`config.mk`:
```
export PLATFORM = sky130hd
export DESIGN_NAME = rss_core
export DESIGN_NICKNAME = d
export VERILOG_FILES = /design/src/hw/rss_pkg.sv /design/src/hw/rss_alu_if.sv /design/src/hw/rss_core.sv /design/src/hw/rss_sub_alu.sv
export SDC_FILE = /design/constraint.sdc
export NUM_CORES = 1
export LEC_CHECK = 0
export BUFFER_PORTS_ARGS = -buffer_cell sky130_fd_sc_hd__buf_4
export CAP_MARGIN = 20
export CORE_UTILIZATION = 25
export CTS_BUF_LIST = sky130_fd_sc_hd__clkbuf_4 sky130_fd_sc_hd__clkbuf_8 sky130_fd_sc_hd__clkbuf_16
export DETAILED_ROUTE_END_ITERATION = 16
export PLACE_DENSITY_LB_ADDON = 0.1
export SLEW_MARGIN = 10
export SYNTH_ARGS = -nofsm -noshare
export SYNTH_HDL_FRONTEND = slang
export SYNTH_SLANG_ARGS = --single-unit
export TNS_END_PERCENT = 30
```
`constraint.sdc`:
```
create_clock -name clk -period 3.9 [get_ports clk]
set_clock_uncertainty 0.05 [all_clocks]
set_input_delay 0.39 -clock clk [delete_from_list [all_inputs] [get_ports clk]]
set_output_delay 0.39 -clock clk [all_outputs]
set_load 0.01 [all_outputs]
```
`src/hw/rss_pkg.sv`:
```
/*
  Package for the rotate, subtract and skip datapath: opcodes, widths, reset values.
  Assumes a single core clock and an instruction sequencer that presents one op per cycle.
*/
package rss_pkg;
  localparam int unsigned DATA_W = 8;

  typedef enum logic [2:0] {
    RSS_OP_NONE    = 3'b000,
    RSS_OP_ROT_ACC = 3'b001,
    RSS_OP_SUB_ACC = 3'b010,
    RSS_OP_SUB_MEM = 3'b011,
    RSS_OP_DEC_SKP = 3'b100
  } rss_op_t;

  localparam logic [7:0] ACC_RST  = 8'h00;
  localparam logic       FLAG_RST = 1'b0;
  localparam logic [7:0] DEC_ONE  = 8'h01;
  localparam int unsigned SIGN_BIT = 7;
  localparam int unsigned NIB_W    = 4;
endpackage : rss_pkg

```
`src/hw/rss_alu_if.sv`:
```
/*
  Interface carrying operands and results between the top and its arithmetic unit.
  Assumes both ends run on the same clock; the signals are purely combinational.
*/
interface rss_alu_if;
  logic [7:0] acc;
  logic [7:0] mem;
  logic       cin;
  logic [7:0] diff;
  logic       c_out;
  logic       ov_out;
  logic       ac_out;

  modport top (output acc, output mem, output cin, input diff, input c_out,
               input ov_out, input ac_out);
  modport alu (input acc, input mem, input cin, output diff, output c_out,
               output ov_out, output ac_out);
endinterface : rss_alu_if

```
`src/hw/rss_core.sv`:
```
/*
  Top of the rotate, subtract and skip datapath: accumulator, flags, memory write-back, skip.
  Assumes mem_rdata is the operand at the addressed location while op_valid is high, and
  that the sequencer inserts the dummy cycle when skip_req is seen.
*/
// Operation
// RQ1: Rotate right to accumulator: acc[6:0] from operand[7:1], acc[7] from old carry.
// RQ2: Rotate right to accumulator writes carry with operand bit 0.
// RQ3: Rotate right to accumulator writes only the accumulator and carry, never memory.
// RQ4: Subtract to accumulator: acc minus operand minus inverted carry into accumulator.
// RQ5: Subtract to memory: same difference written back to the addressed location.
// RQ6: Both subtracts: carry is not-borrow; overflow, zero and half carry also updated.
// RQ7: Decrement and skip: operand minus one written back; skip when result is zero.
// RQ8: On a skip the sequencer inserts a dummy cycle; two cycles total.
// RQ9: Nonzero decrement result: no skip, execution continues normally.
// RQ10: Rotate and decrement keep Z, OV, AC; decrement also keeps carry.
module rss_core
  import rss_pkg::*;
(
  input  logic              clk,        // Core clock
  input  logic              sys_rst,    // Asynchronous reset, active high
  input  logic              op_valid,   // Operation presented this cycle
  input  rss_pkg::rss_op_t  op_code,    // Operation select
  input  logic [7:0]        mem_rdata,  // Operand from data memory
  output logic [7:0]        acc_r,      // Accumulator
  output logic              carry_r,    // Carry flag
  output logic              zero_r,     // Zero flag
  output logic              ovf_r,      // Overflow flag
  output logic              half_r,     // Auxiliary carry flag
  output logic              mem_we_r,   // Memory write strobe, one cycle
  output logic [7:0]        mem_wdata_r,// Memory write data
  output logic              skip_req_r  // Skip next instruction, one cycle
);
  rss_alu_if alu_bus ();

  // Rotate right through carry into the accumulator
  function automatic logic f_is_rot(
    input logic    valid,  // Operation strobe
    input rss_op_t code    // Operation select
  );
    return valid && (code == RSS_OP_ROT_ACC);
  endfunction : f_is_rot

  // Subtract with borrow, result to the accumulator
  function automatic logic f_is_sub_acc(
    input logic    valid,  // Operation strobe
    input rss_op_t code    // Operation select
  );
    return valid && (code == RSS_OP_SUB_ACC);
  endfunction : f_is_sub_acc

  // Subtract with borrow, result back to memory
  function automatic logic f_is_sub_mem(
    input logic    valid,  // Operation strobe
    input rss_op_t code    // Operation select
  );
    return valid && (code == RSS_OP_SUB_MEM);
  endfunction : f_is_sub_mem

  // Either subtract form; both share the flag update
  function automatic logic f_is_sub(
    input logic    valid,  // Operation strobe
    input rss_op_t code    // Operation select
  );
    return f_is_sub_acc(valid, code) || f_is_sub_mem(valid, code);
  endfunction : f_is_sub

  // Decrement and skip if zero
  function automatic logic f_is_dec(
    input logic    valid,  // Operation strobe
    input rss_op_t code    // Operation select
  );
    return valid && (code == RSS_OP_DEC_SKP);
  endfunction : f_is_dec

  // Operations that write data memory; rotate never does
  function automatic logic f_writes_mem(
    input logic    valid,  // Operation strobe
    input rss_op_t code    // Operation select
  );
    return f_is_sub_mem(valid, code) || f_is_dec(valid, code);
  endfunction : f_writes_mem

  // Old carry enters at the top, operand shifts down
  function automatic logic [7:0] f_rotate_right(
    input logic       cin,      // Carry before the operation
    input logic [7:0] operand   // Memory operand
  );
    return {cin, operand[7:1]};
  endfunction : f_rotate_right

  // Bit that falls out of the bottom becomes the new carry
  function automatic logic f_rot_carry(
    input logic [7:0] operand   // Memory operand
  );
    return operand[0];
  endfunction : f_rot_carry

  // Wraps from 0 to all ones, as an 8-bit counter does
  function automatic logic [7:0] f_decrement(
    input logic [7:0] operand   // Memory operand
  );
    return operand - DEC_ONE;
  endfunction : f_decrement

  // Zero test shared by the zero flag and the skip decision
  function automatic logic f_is_zero(
    input logic [7:0] value     // Value under test
  );
    return value == 8'h00;
  endfunction : f_is_zero

  logic [7:0] dec_val;
  logic       is_rot;
  logic       is_sba;
  logic       is_sbm;
  logic       is_sub;
  logic       is_dec;
  logic       wr_mem;
  logic       dec_zero;

  assign alu_bus.acc = acc_r;
  assign alu_bus.mem = mem_rdata;
  assign alu_bus.cin = carry_r;

  rss_sub_alu u_alu (
    .alu (alu_bus.alu)
  );

  assign dec_val  = f_decrement(mem_rdata);
  assign is_rot   = f_is_rot(op_valid, op_code);
  assign is_sba   = f_is_sub_acc(op_valid, op_code);
  assign is_sbm   = f_is_sub_mem(op_valid, op_code);
  assign is_sub   = f_is_sub(op_valid, op_code);
  assign is_dec   = f_is_dec(op_valid, op_code);
  assign wr_mem   = f_writes_mem(op_valid, op_code);
  assign dec_zero = f_is_zero(dec_val);

  // Accumulator
  always_ff @(posedge clk or posedge sys_rst) begin
    if (sys_rst) begin
      acc_r <= ACC_RST;
    end else if (is_rot) begin
      acc_r <= f_rotate_right(carry_r, mem_rdata); // RQ1
    end else if (is_sba) begin
      acc_r <= alu_bus.diff; // RQ4
    end
  end

  // Carry; decrement leaves it alone
  always_ff @(posedge clk or posedge sys_rst) begin
    if (sys_rst) begin
      carry_r <= FLAG_RST;
    end else if (is_rot) begin
      carry_r <= f_rot_carry(mem_rdata); // RQ2
    end else if (is_sub) begin
      carry_r <= alu_bus.c_out; // RQ6
    end
  end

  // Zero: only subtracts touch it
  always_ff @(posedge clk or posedge sys_rst) begin
    if (sys_rst) begin
      zero_r <= FLAG_RST;
    end else if (is_sub) begin
      zero_r <= f_is_zero(alu_bus.diff); // RQ6
    end // RQ10
  end

  // Overflow: only subtracts touch it
  always_ff @(posedge clk or posedge sys_rst) begin
    if (sys_rst) begin
      ovf_r <= FLAG_RST;
    end else if (is_sub) begin
      ovf_r <= alu_bus.ov_out; // RQ6
    end // RQ10
  end

  // Half carry: only subtracts touch it
  always_ff @(posedge clk or posedge sys_rst) begin
    if (sys_rst) begin
      half_r <= FLAG_RST;
    end else if (is_sub) begin
      half_r <= alu_bus.ac_out; // RQ6
    end // RQ10
  end

  // Memory write strobe, one cycle per writing operation
  always_ff @(posedge clk or posedge sys_rst) begin
    if (sys_rst) begin
      mem_we_r <= 1'b0;
    end else begin
      mem_we_r <= wr_mem; // RQ3 RQ5 RQ7
    end
  end

  // Memory write data, held until the next write
  always_ff @(posedge clk or posedge sys_rst) begin
    if (sys_rst) begin
      mem_wdata_r <= 8'h00;
    end else if (is_sbm) begin
      mem_wdata_r <= alu_bus.diff; // RQ5
    end else if (is_dec) begin
      mem_wdata_r <= dec_val; // RQ7
    end
  end

  // Skip request to the sequencer; it must turn the next slot into a dummy
  always_ff @(posedge clk or posedge sys_rst) begin
    if (sys_rst) begin
      skip_req_r <= 1'b0;
    end else begin
      skip_req_r <= is_dec && dec_zero; // RQ7 RQ8 RQ9
    end
  end
endmodule : rss_core

```
`src/hw/rss_sub_alu.sv`:
```
/*
  Subtract-with-borrow unit: acc - mem - not carry, with carry, overflow and half carry.
  Assumes the caller registers the results.
*/
module rss_sub_alu
  import rss_pkg::*;
(
  rss_alu_if.alu alu  // Operands and results
);
  logic [8:0] full;
  logic [4:0] low;

  always_comb begin
    full = {1'b0, alu.acc} - {1'b0, alu.mem} - {8'h00, ~alu.cin};
    low  = {1'b0, alu.acc[NIB_W-1:0]} - {1'b0, alu.mem[NIB_W-1:0]} - {4'h0, ~alu.cin};
    alu.diff   = full[7:0];
    alu.c_out  = ~full[8];
    alu.ac_out = ~low[4];
    alu.ov_out = (alu.acc[SIGN_BIT] ^ alu.mem[SIGN_BIT])
               & (alu.acc[SIGN_BIT] ^ full[SIGN_BIT]);
  end
endmodule : rss_sub_alu

```
==> summary.md, run 1 <==
| Metric | Value |
|---|---|
| Status | finished clean |
| Multi-input logic area | 956 um^2 |
| Die Y-Extent | 82.3 um |
| Tightest Pin Transition | 0.891 ns |
| Setup WS post-layout | 1.27 ns |
| CP Data Required Time | 3.98 ns |
| CTS buffer count | 3 |
| Commonest non-fill, non-tap cells in the layout | 35 x buf_4, 25 x inv_1, 22 x dfrtp_1 |
| Worst setup EP type | flip-flop |
| Cell family with most CP delay | compound AO/OA/AOI/OAI gates |
| Worst setup SP type | flip-flop |
| RR Endpoint | acc_r[5] |
| Worst-path maximum fanout | 4 |
| Netlist Area Pre-Place | 1610 um^2 |
| Drt first-iter violations | 75 |
| Fin cells | 286 |
| First-pass GRT wire length | 7.11 mm |
| Drt wl/cell | 15.5 um |
| CP peak stage delay | 0.51 ns |
| FF-to-FF path depth | 9 |
| Synth area leader | dfrtp_1 |
| Root buffer cell | clkbuf_8 |
| Die width | 82.3 um |
| Cell Rows | 28 |
| Adder-Cell Fraction of Synth Area | 0.149 |
| Post-Synth XOR/XNOR Area | 0.0956 |
| Fmax | 380 MHz |
| Top cell by count, worst path | inv_1 |
| Complex-gate fraction of the synthesized area | 0.162 |
| Initial core utilization | 0.266 |
| Leak | 0.994 nW |
| Ys Warns | 0 |
| Synthesis-stage register bit count | 22 |
| CTS H-tree lvls | 1 |
| Maximum number of pins on one net before global-route repair | 23 |
| Layout Utilization | 0.335 |
| Crit path launch | carry_r |
| Number of placed cells counting well taps | 282 |
| Unique masters post-synth | 43 |
| Clk sinks | 22 |
| Setup TNS | 0 ns |
| RSZ-0062 raised after global routing | no |
| Mux cell area share after synthesis | 0.0249 |
| FF/Latch Area | 551 um^2 |
| Post-synth EDFFs | 0 |
| Ports | 36 |
| Layout cell share with drive strength beyond 1 | 0.218 |
| Detail Placement HPWL | 3.55 mm |
| Final setup viols | 0 |
| CP Cell Sequence | inv_1 -> fa_1 -> inv_1 -> ha_1 -> o21ai_0 -> a21boi_1 -> o31a_1 -> xnor2_1 -> o221ai_1 |
| Pwr/cell area | 819 nW/um^2 |
| Mapped Avg Cell Area | 9.25 um^2 |
| CP max stage cell | fa_1 |
| Diode count | 0 |
| Commonest non-fill, non-tap cell in the layout | buf_4 |
| FF-to-FF Start | carry_r |
| Pre-CTS setup slack | 1.15 ns |
| Area growth syn-to-layout | 26.0% |
| Grt ovf | 0 |
| Hold_buf cts | 0 |
| Largest family of logic cells by synthesized area | simple AND/OR/NAND/NOR gates |
| Post-route minimum period | 2.63 ns |
| Worst min-delay path class | input pin to asynchronous set/reset pin |
| Initial antenna violation count | 0 |
| Worst EP arrival | 2.71 ns |
| Critical path buffers and inverters | 2 |
| Vias in the first global route | 1379 |
| Fin. max-slew vios | 0 |
| TritonCTS clock tree | built |
| Mapped Nets | 206 |
| Pre-Repair DR Iteration Count | 4 |
| Most used DFF post-synth | dfrtp_1 |
| Routed wire length | 4.44 mm |
| Worst-Skew Late Latency | 0.27 ns |
| Fin crit share | 0.676 |
| Final hold violation count | 0 |
| Post-detailed-route count of antenna-violating nets | 0 |
| Post-CTS setup buffer count | 0 |
| Gr usage total | 0.145 |
| Nets | 244 |
| Die area | 6770 um^2 |
| Post-Synthesis Cells | 174 |
| CP Class | flip-flop to flip-flop |
| Port bufs | 35 |
| Post-CTS Resized | 0 |
| Fill cell count | 645 |
| Top cell type's share of synthesized area | 0.342 |
| Vias | 1353 |
| Residual DRC count | 0 |
| Post-synthesis simple-gate area fraction | 0.162 |
| CTS clock-pin slew for the worst setup and hold paths | 0.09 ns |
| Max_cap viols | 0 |
| Seq/Total Area, Yosys | 0.342 |
| CTS max path bufs | 2 |
| Drt via density | 4.73 |
| Ys async rst share | 1.00 |
| Worst VDD drop | 0.359 mV |
| R2r setup slk | 1.27 ns |
| Core region area | 6060 um^2 |
| GP Congestion | 0.786 |
| Relative slew slack | 0.405 |
| Top area cells in the synthesized netlist | dfrtp_1 34%, ha_1 12%, inv_1 5.8%, xnor2_1 5.4%, o221ai_1 4.4% |
[metrics by stage]
stage	instance area (um^2)	hold slack, ns	power (mW)
global route	2030	0.318	1.83
floorplan	1610	0.329	1.07
detailed placement	1960	0.436	1.46
finish	2030	0.259	1.66
global placement	1960	0.428	1.46
CTS	2030	0.292	1.69
[final cells by class]
class | count | area share
timing repair buffer | 35 | 0.130
sequential | 22 | 0.271
clock buffer | 3 | 0.0204
tap | 75 | 0.0463
inverter | 25 | 0.0463
clock inverter | 1 | 0.0148
multi-input combinational | 125 | 0.471
[state kept, by name (all words and copies together), names as in the netlist]
| name | flops |
|---|---|
| half_r | 1 |
| acc_r | 8 |
| mem_wdata_r | 8 |
| carry_r | 1 |
| zero_r | 1 |
| skip_req_r | 1 |
| ovf_r | 1 |
| mem_we_r | 1 |
[worst register-to-register path, delay by kind of cell, from the launching register on]
kind	cells	cell delay [ns]
DFF	1	0.41
buffers and inverters	2	0.13
adders and majority gates	2	0.67
xor gates and xnor gates	1	0.39
AOI/OAI and AO/OA	4	0.84
[per-layer routing]
layer | wire length (um) | share of wire | GRT usage
met1 | 2080 | 0.47 | 0.184
met3 | 178 | 0.040 | 0.0297
met4 | 30 | 0.0068 | 0.0316
met2 | 2150 | 0.48 | 0.250
met5 | 0 | 0 | 0
[synth_stat cells, types with 2 or more instances]
cell type  number
o221ai_1        8
nand3_1         3
buf_2           2
nor2_1         11
o21ai_0         8
a21oi_1         3
nand2_1        18
or2_2           2
xor2_1          5
fa_1            2
ha_1           16
dfrtp_1        22
o211ai_1        2
inv_1          25
mux2i_1         4
nor2b_1         2
a22oi_1         2
xnor2_1        10
and3_1          3
nor3_1          3
[worst max path at each step]
stage | to | slack [ns] | depth (start not counted)
2_1_floorplan | acc_r[6] | 1.64 | 9
3_3_place_gp | acc_r[5] | 1.17 | 9
3_5_place_dp | acc_r[5] | 1.15 | 9
4_1_cts | acc_r[5] | 1.25 | 9
5_1_grt | acc_r[5] | 0.98 | 9
6_report | acc_r[5] | 1.27 | 9
[cells by family after synthesis]
kind of cell | count (synthesis)
simple gates | 52
fa+ha+maj | 18
compound gates | 35
flops | 22
mux | 4
xor+xnor | 16
buf+inv | 27
[report_power, final]
part / internal, mW / switching, mW / total, mW
sequential: 0.321 / 0.0666 / 0.388
clock: 0.137 / 0.0828 / 0.220
combinational: 0.478 / 0.575 / 1.05
total: 0.937 / 0.724 / 1.66
(Power assumes the default switching activity.)
==> inputs of run 2 (changes only) <==
==> constraint.sdc (replaced) <==
create_clock -name clk -period 2.16 [get_ports clk]
set_clock_uncertainty 0.05 [all_clocks]
set_input_delay 0.216 -clock clk [delete_from_list [all_inputs] [get_ports clk]]
set_output_delay 0.216 -clock clk [all_outputs]
set_load 0.01 [all_outputs]
==> run 2 against run 1 <==
The flow now finishes with violations (setup timing). Final area up 25%. Non-clock buffer count up 48. Utilization up 8.4 points. Worst hold slack worse by 0.11 ns. Critical path depth unchanged. Fmax up 17%. Die area unchanged. Count of clock-buffer cells in the layout up 1. Critical endpoint is now zero_r. Highest routed layer unchanged.
==> summary.md, run 2 (same netlist as run 1, synthesis figures left out) <==
| Metric | Value |
|---|---|
| Worst min-delay path class | input pin to flip-flop |
| CTS buffer count | 3 (unchanged) |
| Tightest Pin Transition | 0.421 ns (-0.471 ns) |
| TritonCTS clock tree | built |
| CTS max path bufs | 2 (unchanged) |
| Diode count | 0 (unchanged) |
| Drt wl/cell | 14.4 um (-7.3%) |
| Commonest non-fill, non-tap cells in the layout | 81 x buf_4, 22 x dfrtp_1, 20 x inv_1 |
| Final setup viols | 8 (+8) |
| Fmax | 443 MHz (+17%) |
| Root buffer cell | clkbuf_8 |
| Drt first-iter violations | 64 (-15%) |
| Die width | 82.3 um (unchanged) |
| CP Class | flip-flop to flip-flop |
| Clk sinks | 22 (unchanged) |
| Residual DRC count | 0 (unchanged) |
| Status | finished, violations left |
| Placed inst area | 2320 um^2 (+18%) |
| Drt via density | 4.52 (-4.4%) |
| Die Y-Extent | 82.3 um (unchanged) |
| Max_cap viols | 0 (unchanged) |
| Worst-path maximum fanout | 2 (-2) |
| Worst-Skew Late Latency | 0.27 ns (about the same) |
| Pre-Repair DR Iteration Count | 4 (unchanged) |
| Worst setup SP type | flip-flop |
| WHS Endpoint | carry_r |
| Vias | 1511 (+12%) |
| FF-to-FF path depth | 9 (unchanged) |
| Relative slew slack | 0.719 (+0.314) |
| Hold path depth | 2 |
| Fin crit share | 1.05 (+0.370) |
| Maximum number of pins on one net before global-route repair | 23 (unchanged) |
| CP max stage cell | fa_1 |
| Failing checks | setup timing |
| Die area | 6770 um^2 (unchanged) |
| Layout cell share with drive strength beyond 1 | 0.459 (+0.241) |
| Port bufs | 35 (unchanged) |
| Detail Placement HPWL | 3.76 mm (+5.9%) |
| Initial antenna violation count | 0 (unchanged) |
| Cell Rows | 28 (unchanged) |
| CP peak stage delay | 0.55 ns (+0.04 ns) |
| Min Hold Slack | 0.151 ns (-0.108 ns) |
| Area growth syn-to-layout | 57.4% |
| CTS clock-pin slew for the worst setup and hold paths | 0.10 ns (about the same) |
| Fill cell count | 613 (-5.0%) |
| Pwr/cell area | 1600 nW/um^2 (+95%) |
| Post-detailed-route count of antenna-violating nets | 0 (unchanged) |
| Routed wire length | 4.81 mm (+8.3%) |
| Leak | 1.24 nW (+24%) |
| Fin. max-slew vios | 0 (unchanged) |
| Worst VDD drop | 0.702 mV (+95%) |
| RSZ-0062 raised after global routing | yes |
| First-pass GRT wire length | 7.33 mm (+3.1%) |
| Final hold violation count | 0 (unchanged) |
| Hold Path Origin | op_code[1] |
| GP Congestion | 0.823 (+4.7%) |
| Setup WS post-layout | -0.0989 ns (-1.36 ns) |
| Vias in the first global route | 1460 (+5.9%) |
| R2r setup slk | -0.1 ns (-1.36 ns) |
| CP Data Required Time | 2.28 ns (-1.70 ns) |
| CTS H-tree lvls | 1 (unchanged) |
| Finished Cell Area | 2530 um^2 (+25%) |
| Worst setup EP type | flip-flop |
| Ports | 36 (unchanged) |
| Post-route minimum period | 2.26 ns (-0.376 ns) |
| Largest registers | acc_r (8), mem_wdata_r (8) |
| Commonest non-fill, non-tap cell in the layout | buf_4 |
| FF-to-FF Start | acc_r[0] |
| Initial core utilization | 0.266 (unchanged) |
| Grt ovf | 0 (unchanged) |
| Gr usage total | 0.149 (+0.00395) |
| Worst EP arrival | 2.38 ns (-0.33 ns) |
| CP Cell Sequence | inv_2 -> fa_1 -> ha_2 -> o21ai_4 -> a21boi_2 -> o21ai_4 -> xor2_2 -> buf_4 -> a41o_1 |
| Top cell by count, worst path | o21ai_4 |
| Core region area | 6060 um^2 (unchanged) |
| Nets | 292 (+20%) |
| RR Endpoint | zero_r |
run 2: changes by cell type in the layout (fill, tap and decap cells not counted), sizes merged:
cell	previous run	this run
buf	35	82
bufinv	1	0
clkbuf	3	4
dlygate4sd3	0	1
run 2: final cells by class:
cell class,instances,area (um^2),share of cell area
tap,75,93.8,0.0370
timing repair buffer,83,629,0.248
clock buffer,4,55.1,0.0217
sequential,22,551,0.217
multi-input combinational,125,1110,0.439
inverter,25,93.8,0.0370
run 2: how the worst max path moves through the flow:
stage,start,to,slack [ns],cells after the start
2_1_floorplan,carry_r,acc_r[6],-0.0004,9
3_3_place_gp,acc_r[0],acc_r[6],-0.27,9
3_5_place_dp,acc_r[0],acc_r[6],-0.24,9
4_1_cts,acc_r[0],carry_r,-0.15,9
5_1_grt,acc_r[0],ovf_r,-0.19,10
6_report,acc_r[0],zero_r,-0.1,9
run 2: per-layer routing:
metal | wire length (um) | global-route usage | up-vias | share of wire
met2 | 2220 | 0.242 | 17 | 0.46
met1 | 2440 | 0.204 | 713 | 0.51
met4 | 27 | 0.0421 | 0 | 0.0056
li1 | - | - | 779 | -
met5 | 0 | 0 | - | 0
met3 | 122 | 0.0198 | 2 | 0.025
run 2: worst max-delay path: cells and delay by family (launching register included):
| family | cells | cell delay, ns |
|---|---|---|
| adders and majority gates | 2 | 0.76 |
| AOI/OAI and AO/OA | 4 | 0.60 |
| DFF | 1 | 0.37 |
| buffers and inverters | 2 | 0.20 |
| xor gates and xnor gates | 1 | 0.17 |
run 2: timing repair:
action | CTS | global route
gates cloned | 0 | 0
hold buffers | 1 | 0
setup buffers | 2 | 3
hold endpoints to repair | 22 | 0
gates resized for setup | 7 | 17
setup endpoints to repair | 11 | 11
pin swaps | 9 | 10
run 2: power breakdown:
group | internal [mW] | switching [mW] | total (mW)
clock network | 0.163 | 0.159 | 0.322
registers | 0.580 | 0.103 | 0.684
logic | 1.68 | 1.37 | 3.05
run 2: through the flow:
step | total power [mW] | setup TNS [ns] | worst slack [ns] | utilization | std cells
2_1_floorplan | 2.07 | -0.000418 | -0.000418 | - | 174
3_3_place_gp | 3.36 | -1.39 | -0.265 | 0.382 | 324
3_5_place_dp | 3.34 | -1.37 | -0.238 | 0.382 | 324
4_1_cts | 3.82 | -0.810 | -0.150 | 0.400 | 331
5_1_grt | 4.38 | -1.47 | -0.191 | 0.418 | 334
6_report | 4.05 | -0.551 | -0.0989 | 0.418 | 334
